<file path="src/led_dim_map.vh">
`ifndef LED_DIM_MAP_VH
`define LED_DIM_MAP_VH

// Register addresses
`define ADDR_PWM_CFG 8'h02
`define ADDR_DIM_INTERVAL 8'h33

// Update-interval register layout, one selector per channel
`define CH7_SEL_LSB 0
`define CH8_SEL_LSB 4
`define CH9_SEL_LSB 8
`define SEL_W 3
`define DIM_INTERVAL_W 11
`define DIM_INTERVAL_RST 11'h000
`define SEL_RST 3'h0

// Period-length field of the configuration register
`define PERIOD_SEL_LSB 2
`define PERIOD_SEL_W 2
`define PERIOD_SEL_RST 2'h0

// Selector decode: longest interval is 32 periods, codes above 5 clamp
`define SEL_MAX_CODE 3'h5
`define INTERVAL_MAX_LAST 5'h1f

// PWM period lengths in dimming-clock cycles
`define PERIOD_LEN_DEFAULT 8192
`define PERIOD_LEN_1 4096
`define PERIOD_LEN_2 2048
`define PERIOD_LEN_3 1024

`endif

</file>
<file path="src/led_dim_update_interval.v">
`timescale 1ns/1ps

`include "led_dim_map.vh"

module led_dim_update_interval #(
  parameter DUTY_W = 12,
  parameter PERIOD_LEN_0 = `PERIOD_LEN_DEFAULT,
  parameter PERIOD_LEN_1 = `PERIOD_LEN_1,
  parameter PERIOD_LEN_2 = `PERIOD_LEN_2,
  parameter PERIOD_LEN_3 = `PERIOD_LEN_3,
  parameter CNT_W = 13
) (
  // Clock and reset
  input wire sys_clk_i,
  input wire rst_i,

  // Register access
  input wire [7:0] reg_addr_i,
  input wire reg_wr_i,
  input wire reg_rd_i,
  input wire [15:0] reg_wdata_i,
  output wire [15:0] reg_rdata_o,
  output wire reg_rvalid_o,

  // Duty requests
  input wire ch7_duty_wr_i,
  input wire [DUTY_W-1:0] ch7_duty_i,
  input wire ch8_duty_wr_i,
  input wire [DUTY_W-1:0] ch8_duty_i,
  input wire ch9_duty_wr_i,
  input wire [DUTY_W-1:0] ch9_duty_i,

  // Applied duty and update strobes
  output wire [DUTY_W-1:0] ch7_duty_o,
  output wire [DUTY_W-1:0] ch8_duty_o,
  output wire [DUTY_W-1:0] ch9_duty_o,
  output wire ch7_update_o,
  output wire ch8_update_o,
  output wire ch9_update_o,
  output wire [2:0] duty_pending_o,

  // Period timing
  output wire [CNT_W-1:0] period_cnt_o,
  output wire period_end_o
);

  // Period length for a setting, as last count value
  function [CNT_W-1:0] period_last;
    input [1:0] psel;
    begin
      case (psel)
        2'h0: period_last = PERIOD_LEN_0[CNT_W-1:0] - {{(CNT_W-1){1'b0}}, 1'b1};
        2'h1: period_last = PERIOD_LEN_1[CNT_W-1:0] - {{(CNT_W-1){1'b0}}, 1'b1};
        2'h2: period_last = PERIOD_LEN_2[CNT_W-1:0] - {{(CNT_W-1){1'b0}}, 1'b1};
        2'h3: period_last = PERIOD_LEN_3[CNT_W-1:0] - {{(CNT_W-1){1'b0}}, 1'b1};
        default: period_last = PERIOD_LEN_0[CNT_W-1:0] - {{(CNT_W-1){1'b0}}, 1'b1};
      endcase
    end
  endfunction

  // Register storage
  reg [`SEL_W-1:0] ch7_update_interval_sel_ff;
  reg [`SEL_W-1:0] ch8_update_interval_sel_ff;
  reg [`SEL_W-1:0] ch9_update_interval_sel_ff;
  reg [`PERIOD_SEL_W-1:0] period_sel_ff;

  // Read port
  reg [15:0] rdata_ff;
  reg rvalid_ff;
  reg [15:0] nxt_rdata;

  // Period counter
  reg [CNT_W-1:0] period_cnt_ff;
  reg period_end_ff;
  wire [CNT_W-1:0] cur_period_last;
  wire period_wrap;

  // Assembled selector register
  wire [`DIM_INTERVAL_W-1:0] led9_to_7_dim_update_interval;

  // Write decode
  wire wr_interval;
  wire wr_cfg;

  assign wr_interval = reg_wr_i && (reg_addr_i == `ADDR_DIM_INTERVAL);
  assign wr_cfg = reg_wr_i && (reg_addr_i == `ADDR_PWM_CFG);

  // Selector and period-field storage; unused bits are dropped
  always @(posedge sys_clk_i or posedge rst_i) begin
    if (rst_i) begin
      ch7_update_interval_sel_ff <= `SEL_RST;
      ch8_update_interval_sel_ff <= `SEL_RST;
      ch9_update_interval_sel_ff <= `SEL_RST;
      period_sel_ff <= `PERIOD_SEL_RST;
    end else begin
      if (wr_interval) begin
        ch7_update_interval_sel_ff <= reg_wdata_i[`CH7_SEL_LSB +: `SEL_W];
        ch8_update_interval_sel_ff <= reg_wdata_i[`CH8_SEL_LSB +: `SEL_W];
        ch9_update_interval_sel_ff <= reg_wdata_i[`CH9_SEL_LSB +: `SEL_W];
      end
      if (wr_cfg) begin
        period_sel_ff <= reg_wdata_i[`PERIOD_SEL_LSB +: `PERIOD_SEL_W];
      end
    end
  end

  // Reserved bits 3 and 7 read as zero
  assign led9_to_7_dim_update_interval = {
    ch9_update_interval_sel_ff, 1'b0,
    ch8_update_interval_sel_ff, 1'b0,
    ch7_update_interval_sel_ff
  };

  // Read mux; unmapped addresses read zero
  always @* begin
    nxt_rdata = 16'h0000;
    case (reg_addr_i)
      `ADDR_DIM_INTERVAL: begin
        nxt_rdata[`DIM_INTERVAL_W-1:0] = led9_to_7_dim_update_interval;
      end
      `ADDR_PWM_CFG: begin
        nxt_rdata[`PERIOD_SEL_LSB +: `PERIOD_SEL_W] = period_sel_ff;
      end
      default: begin
        nxt_rdata = 16'h0000;
      end
    endcase
  end

  // Registered read answer, one cycle after the strobe
  always @(posedge sys_clk_i or posedge rst_i) begin
    if (rst_i) begin
      rdata_ff <= 16'h0000;
      rvalid_ff <= 1'b0;
    end else begin
      rvalid_ff <= reg_rd_i;
      if (reg_rd_i) begin
        rdata_ff <= nxt_rdata;
      end
    end
  end

  assign reg_rdata_o = rdata_ff;
  assign reg_rvalid_o = rvalid_ff;

  // Period length tracks the configuration field live
  assign cur_period_last = period_last(period_sel_ff);
  // Compare with >= so a shorter setting ends an overlong period at once
  assign period_wrap = (period_cnt_ff >= cur_period_last);

  // Free-running PWM period counter shared by all three channels
  always @(posedge sys_clk_i or posedge rst_i) begin
    if (rst_i) begin
      period_cnt_ff <= {CNT_W{1'b0}};
      period_end_ff <= 1'b0;
    end else begin
      period_end_ff <= period_wrap;
      if (period_wrap) begin
        period_cnt_ff <= {CNT_W{1'b0}};
      end else begin
        period_cnt_ff <= period_cnt_ff + {{(CNT_W-1){1'b0}}, 1'b1};
      end
    end
  end

  assign period_cnt_o = period_cnt_ff;
  assign period_end_o = period_wrap;

  // Channel 7 interval logic
  dim_interval_counter #(
    .DUTY_W(DUTY_W)
  ) u_ch7 (
    .sys_clk_i(sys_clk_i),
    .rst_i(rst_i),
    .period_end_i(period_wrap),
    .interval_sel_i(ch7_update_interval_sel_ff),
    .duty_wr_i(ch7_duty_wr_i),
    .duty_i(ch7_duty_i),
    .duty_o(ch7_duty_o),
    .update_o(ch7_update_o),
    .pending_o(duty_pending_o[0])
  );

  // Channel 8 interval logic
  dim_interval_counter #(
    .DUTY_W(DUTY_W)
  ) u_ch8 (
    .sys_clk_i(sys_clk_i),
    .rst_i(rst_i),
    .period_end_i(period_wrap),
    .interval_sel_i(ch8_update_interval_sel_ff),
    .duty_wr_i(ch8_duty_wr_i),
    .duty_i(ch8_duty_i),
    .duty_o(ch8_duty_o),
    .update_o(ch8_update_o),
    .pending_o(duty_pending_o[1])
  );

  // Channel 9 interval logic
  dim_interval_counter #(
    .DUTY_W(DUTY_W)
  ) u_ch9 (
    .sys_clk_i(sys_clk_i),
    .rst_i(rst_i),
    .period_end_i(period_wrap),
    .interval_sel_i(ch9_update_interval_sel_ff),
    .duty_wr_i(ch9_duty_wr_i),
    .duty_i(ch9_duty_i),
    .duty_o(ch9_duty_o),
    .update_o(ch9_update_o),
    .pending_o(duty_pending_o[2])
  );

endmodule // led_dim_update_interval

</file>
<file path="src/dim_interval_counter.v">
`timescale 1ns/1ps

// Per-channel update-interval counter and duty shadow
module dim_interval_counter #(
  parameter DUTY_W = 12
) (
  // Clock and reset
  input wire sys_clk_i,
  input wire rst_i,
  // Period timing
  input wire period_end_i,
  input wire [2:0] interval_sel_i,
  // Duty request
  input wire duty_wr_i,
  input wire [DUTY_W-1:0] duty_i,
  // Applied duty
  output wire [DUTY_W-1:0] duty_o,
  output wire update_o,
  output wire pending_o
);

`include "led_dim_map.vh"

  // Last count of the interval; codes 6 and 7 behave as code 5
  function [4:0] interval_last;
    input [2:0] sel;
    begin
      if (sel >= `SEL_MAX_CODE) begin
        interval_last = `INTERVAL_MAX_LAST;
      end else begin
        interval_last = (5'h01 << sel) - 5'h01;
      end
    end
  endfunction

  reg [4:0] period_cnt_ff;
  reg [DUTY_W-1:0] shadow_ff;
  reg [DUTY_W-1:0] duty_ff;
  reg pending_ff;
  reg update_ff;
  wire interval_done;
  wire [DUTY_W-1:0] nxt_shadow;

  // Compare with >= so a shortened selector closes the interval at the next period end
  assign interval_done = period_end_i && (period_cnt_ff >= interval_last(interval_sel_i));
  // A write in the apply cycle is taken, not lost
  assign nxt_shadow = duty_wr_i ? duty_i : shadow_ff;

  // Count whole periods and apply the shadow only at an interval end
  always @(posedge sys_clk_i or posedge rst_i) begin
    if (rst_i) begin
      period_cnt_ff <= 5'h00;
      shadow_ff <= {DUTY_W{1'b0}};
      duty_ff <= {DUTY_W{1'b0}};
      pending_ff <= 1'b0;
      update_ff <= 1'b0;
    end else begin
      shadow_ff <= nxt_shadow;
      update_ff <= interval_done;
      if (interval_done) begin
        period_cnt_ff <= 5'h00;
        duty_ff <= nxt_shadow;
        pending_ff <= 1'b0;
      end else begin
        if (period_end_i) begin
          period_cnt_ff <= period_cnt_ff + 5'h01;
        end
        if (duty_wr_i) begin
          pending_ff <= 1'b1;
        end
      end
    end
  end

  assign duty_o = duty_ff;
  assign update_o = update_ff;
  assign pending_o = pending_ff;

endmodule // dim_interval_counter

</file>
<file path="config.mk">
export PLATFORM = sky130hd
export DESIGN_NAME = led_dim_update_interval
export DESIGN_NICKNAME = d
export VERILOG_FILES = /design/src/led_dim_update_interval.v /design/src/dim_interval_counter.v
export VERILOG_INCLUDE_DIRS = /design/src /design/src/src
export SDC_FILE = /design/constraint.sdc
export NUM_CORES = 1
export LEC_CHECK = 0
export BUFFER_PORTS_ARGS = -buffer_cell sky130_fd_sc_hd__buf_2
export CORE_MARGIN = 10
export CORE_UTILIZATION = 54
export CTS_CLUSTER_DIAMETER = 40
export CTS_CLUSTER_SIZE = 28
export DETAILED_ROUTE_END_ITERATION = 16
export PLACE_DENSITY = 0.76
export SYNTH_ARGS = -nofsm -noshare
export SYNTH_HDL_FRONTEND = slang
export SYNTH_SLANG_ARGS = --single-unit
</file>
<file path="constraint.sdc">
create_clock -name sys_clk_i -period 3.9 [get_ports sys_clk_i]
set_input_delay 0.195 -clock sys_clk_i [delete_from_list [all_inputs] [get_ports sys_clk_i]]
set_output_delay 0.195 -clock sys_clk_i [all_outputs]
set_load 0.03 [all_outputs]
</file>
* Word-level counts from Yosys, hierarchy flattened
Index checks and enable logic that the tools add are counted.
Operators by class: $add $sub $neg 7, order comparisons 7, equal/unequal tests 5, shift-type cells 3, multiplexer cells 23, reductions and logical operators 12
Operators by type and width (number):
- one-hot mux 13 bit (4 select lines) | 1
- 2-to-1 mux 5 bit | 9
- 2-to-1 mux 12 bit | 3
- adder 5 x 1 -> 5 bit (second input constant) | 3
- greater-or-equal comparator 5 bit | 3
- << shifter 1 x 3 -> 5 bit (first input constant) | 3
- subtractor 5 x 1 -> 5 bit (second input constant) | 3
- adder 13 x 1 -> 13 bit (second input constant) | 1
- greater-or-equal comparator 13 bit | 1
- 2-to-1 mux 13 bit | 1
- nonzero test 2 bit | 6
- greater-or-equal comparator 3 bit (second input constant) | 3
- equality test 8 x 2 -> 1 bit (second input constant) | 1
- equality test 8 x 6 -> 1 bit (second input constant) | 1
- 2-to-1 mux 7 bit | 1
- 2-to-1 mux 1 bit | 6
- logical AND 1 bit | 5
- equality test 2 bit (second input constant) | 2
- one-hot mux 2 bit (2 select lines) | 1
- equality test 2 x 1 -> 1 bit (second input constant) | 1
- zero test 2 bit | 1
- 2-to-1 mux 2 bit | 1
Storage, ports and cells: bits in registers 129, input port bits 67, output and inout port bits 73, logic and storage cells 79

* Depth between registers and ports, before layout
depth after elaboration 6, depth in mapped cells 14, depth with buffers taken out 12

* Modules after synthesis
Synthesis repeated with hierarchy kept, for this count alone.
Second synthesis, totals: cell total of the unflattened synthesis 456, area, all modules 5854.4 um2
By module, submodules not included:
- dim_interval_counter | times used 3, cells each 107, area each 1428.9 um2, sequential area each 775.7 um2
- led_dim_update_interval | times used 1, cells each 135, area each 1567.8 um2, sequential area each 875.8 um2

* Worst setup path before layout
No wires, ideal clock.
path kind register to register, start point register ch9_update_interval_sel_ff[2], end point register u_ch9.duty_ff[0], in the netlist u_ch9.duty_o[0], setup time 125 ps, arrival 2758 ps, data required time 3775 ps, path slack 1017 ps, cell stages (with the launch flop) 14, path buffers 2, period minus slack after synthesis 2883 ps, cells stage by stage dfrtp_1 -> clkbuf_1 -> or3_1 -> ha_1 -> nand3_1 -> o21ai_0 -> o21a_1 -> ha_1 -> a21o_1 -> a31oi_1 -> o21ai_0 -> nand2_4 -> buf_6 -> mux2_2
On the way: cells in the longest elaborated chain, start to end 5, elaborated cells between the ends (all ways) 6, classes of those cells add/sub: 1; order compare: 2; shift: 1; mux: 1; reduce/logical: 1
Ends and longest elaborated chain:
- start: declaration | RTL line led_dim_update_interval.v:64 | reg [`SEL_W-1:0] ch9_update_interval_sel_ff;
- start signal: assignment | RTL line led_dim_update_interval.v:93 | ch9_update_interval_sel_ff <= `SEL_RST;
- start signal: assignment | RTL line led_dim_update_interval.v:99 | ch9_update_interval_sel_ff <= reg_wdata_i[`CH9_SEL_LSB +: `SEL_W];
- << shifter 1 x 3 -> 5 bit | RTL line dim_interval_counter.v:31 | interval_last = (5'h01 << sel) - 5'h01;
- subtractor 5 x 1 -> 5 bit | RTL line dim_interval_counter.v:31
- 2-to-1 mux 5 bit (*) | RTL line dim_interval_counter.v:28 | if (sel >= `SEL_MAX_CODE) begin
- greater-or-equal comparator 5 bit (*) | RTL line dim_interval_counter.v:45 | assign interval_done = period_end_i && (period_cnt_ff >= interval_last(interval_sel_i));
- logical AND 1 bit (*) | RTL line dim_interval_counter.v:45
- end signal: assignment | RTL line dim_interval_counter.v:54 | duty_ff <= {DUTY_W{1'b0}};
- end signal: assignment | RTL line dim_interval_counter.v:62 | duty_ff <= nxt_shadow;
- end: declaration | RTL line dim_interval_counter.v:38 | reg [DUTY_W-1:0] duty_ff;
Mark *: on every way between the ends. The rest lies on a longest branch, timed or not. A chain may end at the register's enable or synchronous reset.

* Worst setup path in the final report
start point register ch9_update_interval_sel_ff[0], end point register u_ch9.duty_ff[3], in the netlist u_ch9.duty_o[3]
Same word-level chain as after synthesis.

==> flow_metrics.py <==
metrics = {
    "global_routing": {
        "met2_usage_pct": 30.9,
        "busiest_layer": "met2",
        "grt_usage_pct": 17.9,
        "grt_max_degree": 64,
        "grt_pass1_wl_um": 21800,
        "grt_overflow": 0,
        "use_met3_pct": 6.43,
        "antenna_found_initial": 1,
        "grt.met1_usage_pct": 19.9,
        "grt_pass1_vias": 4479,
    },
    "detailed_routing": {
        "drc": 0,
        "viasPerCell": 5.23,
        "dr_total_vias": 4201,
        "antenna_left": 0,
        "drt_pre_antenna_iters": 5,
        "drt_iter0_markers": 200,
        "wire_per_inst_um": 16.6,
        "wl_um": 13300,
    },
    "timing": {
        "finalHoldViolations": 0,
        "slew-limit-headroom_pct": 50.7,
        "slew_viol_final": 0,
        "min_period_ns": 3.13,
        "rsz0062_at_grt": "false",
        "tightestPinTransition_ns": 0.740,
        "finClkSkew_ns": 0.00720,
        "timing.final.crit_share_pct": 80.2,
        "setup_violations": 0,
        "fmax_ghz": 0.320,
        "finalSetupTns_ns": 0,
    },
    "final_layout": {
        "utilization_pct": 73.2,
        "syn_to_final_growth_pct": 31.4,
        "drive_gt1_share_pct": 37.5,
        "final_net_count": 748,
    },
    "floorplanning": {
        "core_um2": 10400,
        "die_w_um": 124,
        "initial_core_util_pct": 55.7,
        "dieArea_um2": 15300,
        "io_pins": 140,
        "die_h_um": 124,
        "rows": 37,
    },
    "worst_hold_path": {
        "hold_path.class": "primary input to flip-flop",
        "worstHoldPathCells": 3,
    },
    "status": {
        "status": "complete, no violations",
    },
    "logic_synthesis": {
        "ys_types": 48,
        "avgSynthCellArea_um2": 12.3,
        "synth_top_area_share_pct": 55.2,
        "synth_most_common_cell": "dfrtp_1",
        "ys_seq_area_share_pct": 55.2,
        "syn-cell-area_um2": 5800,
        "synth_flop_cell": "dfrtp_1",
        "yosysTopAreaCell": "dfrtp_1",
        "ys_ff_latch": 128,
        "synth_common_cells": "dfrtp_1, mux2_2, nor2_1, o21ai_0, nand2_1",
        "synthTopCellsByArea": "dfrtp_1, mux2_2, ha_1",
        "synthCells": 473,
        "yosysWarningCount": 0,
        "async_reset_ff_share_pct": 100,
        "synth_edf_count": 0,
    },
    "power_and_ir_drop": {
        "p_leak_nw": 3.77,
        "p_per_area_nw_per_um2": 443,
        "irDropWorstVdd_v": 0.000283,
    },
    "place": {
        "dpl.hpwl_um": 9050,
        "gp_congestion": 0.790,
        "io_buffers": 127,
    },
    "clock_network": {
        "clk_latency_ns": 0.50,
        "cts_buffers": 17,
        "clock-root-buffer": "clkbuf_8",
        "path_clk_slew_ns": 0.06,
        "cts_setup_buffers": 0,
        "cts.path.max_buffers": 2,
        "cts.sinks": 128,
        "htree_levels": 4,
        "cts_tree": "yes",
    },
    "worst_setup_path": {
        "crit_type": "flip-flop to flip-flop",
        "worstPathMaxFanout": 14,
        "cp_data_required_time_ns": 4.28,
        "endpoint_kind": "flip-flop",
        "ff2ff_path_depth": 11,
        "cp-start-kind": "flip-flop",
        "worstPathArrival_ns": 3.51,
    },
    "run": {
        "cap_violations": 0,
    },
}
[layer usage]
| metal | vias up | share of wire, % | wire length (um) |
|---|---|---|---|
| met5 | - | 0 | 0 |
| met4 | 0 | 1.6 | 220 |
| met3 | 17 | 7.9 | 1050 |
| met2 | 119 | 51 | 6830 |
| met1 | 2047 | 39 | 5240 |
| li1 | 2018 | - | - |
[registers in the layout, indices dropped and copies added (netlist names), 2 cells and up]
register and count:
ch7_update_interval_sel_ff 3, ch8_update_interval_sel_ff 3, ch9_update_interval_sel_ff 3, period_cnt_o 13, period_sel_ff 2, reg_rdata_o 10
u_ch7.duty_o 12, u_ch7.period_cnt_ff 5, u_ch7.shadow_ff 12, u_ch8.duty_o 12, u_ch8.period_cnt_ff 5, u_ch8.shadow_ff 12
u_ch9.duty_o 12, u_ch9.period_cnt_ff 5, u_ch9.shadow_ff 12
[cell usage in the layout (no fill, tap or decap), types with 4 or more instances in the layout]
cell type,count
buf_2,127
clkbuf_1,4
nor2b_1,6
nand3_1,16
xor2_1,8
nand4_1,5
o21a_1,5
bufinv_16,4
and2_1,6
nor3_1,4
a21o_1,4
ha_1,25
inv_1,21
o21ai_0,27
nand2_1,26
dlygate4sd3_1,50
a22o_1,6
nor2_1,29
clkbuf_16,16
mux2_2,85
clkbuf_8,4
conb_1,6
dfrtp_1,128
a21oi_1,6
or3_1,6
[where the power goes]
part	switching, mW	internal (mW)	total, mW
Sequential	0.0310	1.39	1.42
Clock	0.518	1.08	1.60
Combinational	0.195	0.164	0.359
[area by class of cell]
cell class,instances,area (um^2)
antenna,1,2.50
clock inverter,5,129
clock buffer,24,470
inverter,23,93.8
timing repair buffer,180,1160
fill,687,2800
multi-input combinational,306,2390
sequential,128,3200
tap,136,170
[critical path, stage by stage, from the launching register on]
cell and delay, ns:
dfrtp_1 0.45, or3_1 0.40, ha_1 0.23, nand3_1 0.09
o21ai_0 0.08, o21a_1 0.18, ha_1 0.29, a21o_1 0.18
a31oi_1 0.18, o21ai_0 0.27, nand2_4 0.27, mux2_2 0.37
[logic make-up (layout without fill, tap and decap cells)]
| logic type | after synthesis | in the layout | share of synthesized area [%] |
|---|---|---|---|
| buffers and inverters | 44 | 232 | 3.84 |
| other | 1 | 7 | 0.0647 |
| adder cells (fa/ha/maj) | 25 | 25 | 5.39 |
| flip-flops | 128 | 128 | 55.2 |
| AND/OR/NAND/NOR | 115 | 115 | 10.2 |
| multiplexers | 85 | 85 | 16.5 |
| XOR/XNOR | 11 | 11 | 1.66 |
| AO/OA/AOI/OAI | 64 | 64 | 7.06 |
[per-stage QoR]
step | area, um^2 | cells | setup slack (ns) | hold WS, ns | total power [mW]
after global placement | 6520 | 723 | 0.903 | 0.370 | 1.74
final | 7620 | 803 | 0.773 | 0.0477 | 3.38
after floorplan | 5820 | 478 | 0.292 | 0.226 | 1.66
after global routing | 7620 | 803 | 0.586 | 0.0344 | 3.53
after detailed placement | 6520 | 723 | 0.806 | 0.383 | 1.76
after CTS | 7620 | 802 | 0.788 | 0.0283 | 3.41
[worst paths after layout]
path | from | end | slack (ns)
setup / recovery | ch9_update_interval_sel_ff[0] | u_ch9.duty_o[3] | 0.77
hold / removal | reg_addr_i[1] | reg_rdata_o[2] | 0.05
setup reg to reg | ch9_update_interval_sel_ff[0] | u_ch9.duty_o[3] | 0.77
hold reg to reg | u_ch9.pending_o | u_ch9.pending_o | 0.49
max in group asynchronous | rst_i | u_ch8.duty_o[6] | 2.56
min in group asynchronous | rst_i | u_ch9.shadow_ff[8] | 0.38
[timing repair]
| action | in CTS | in global routing |
|---|---|---|
| endpoints found under the hold margin | 110 | 0 |
| hold buffers | 50 | 0 |
| gates resized for setup | 0 | 0 |
Note: power is estimated with default switching activity, not from simulation.
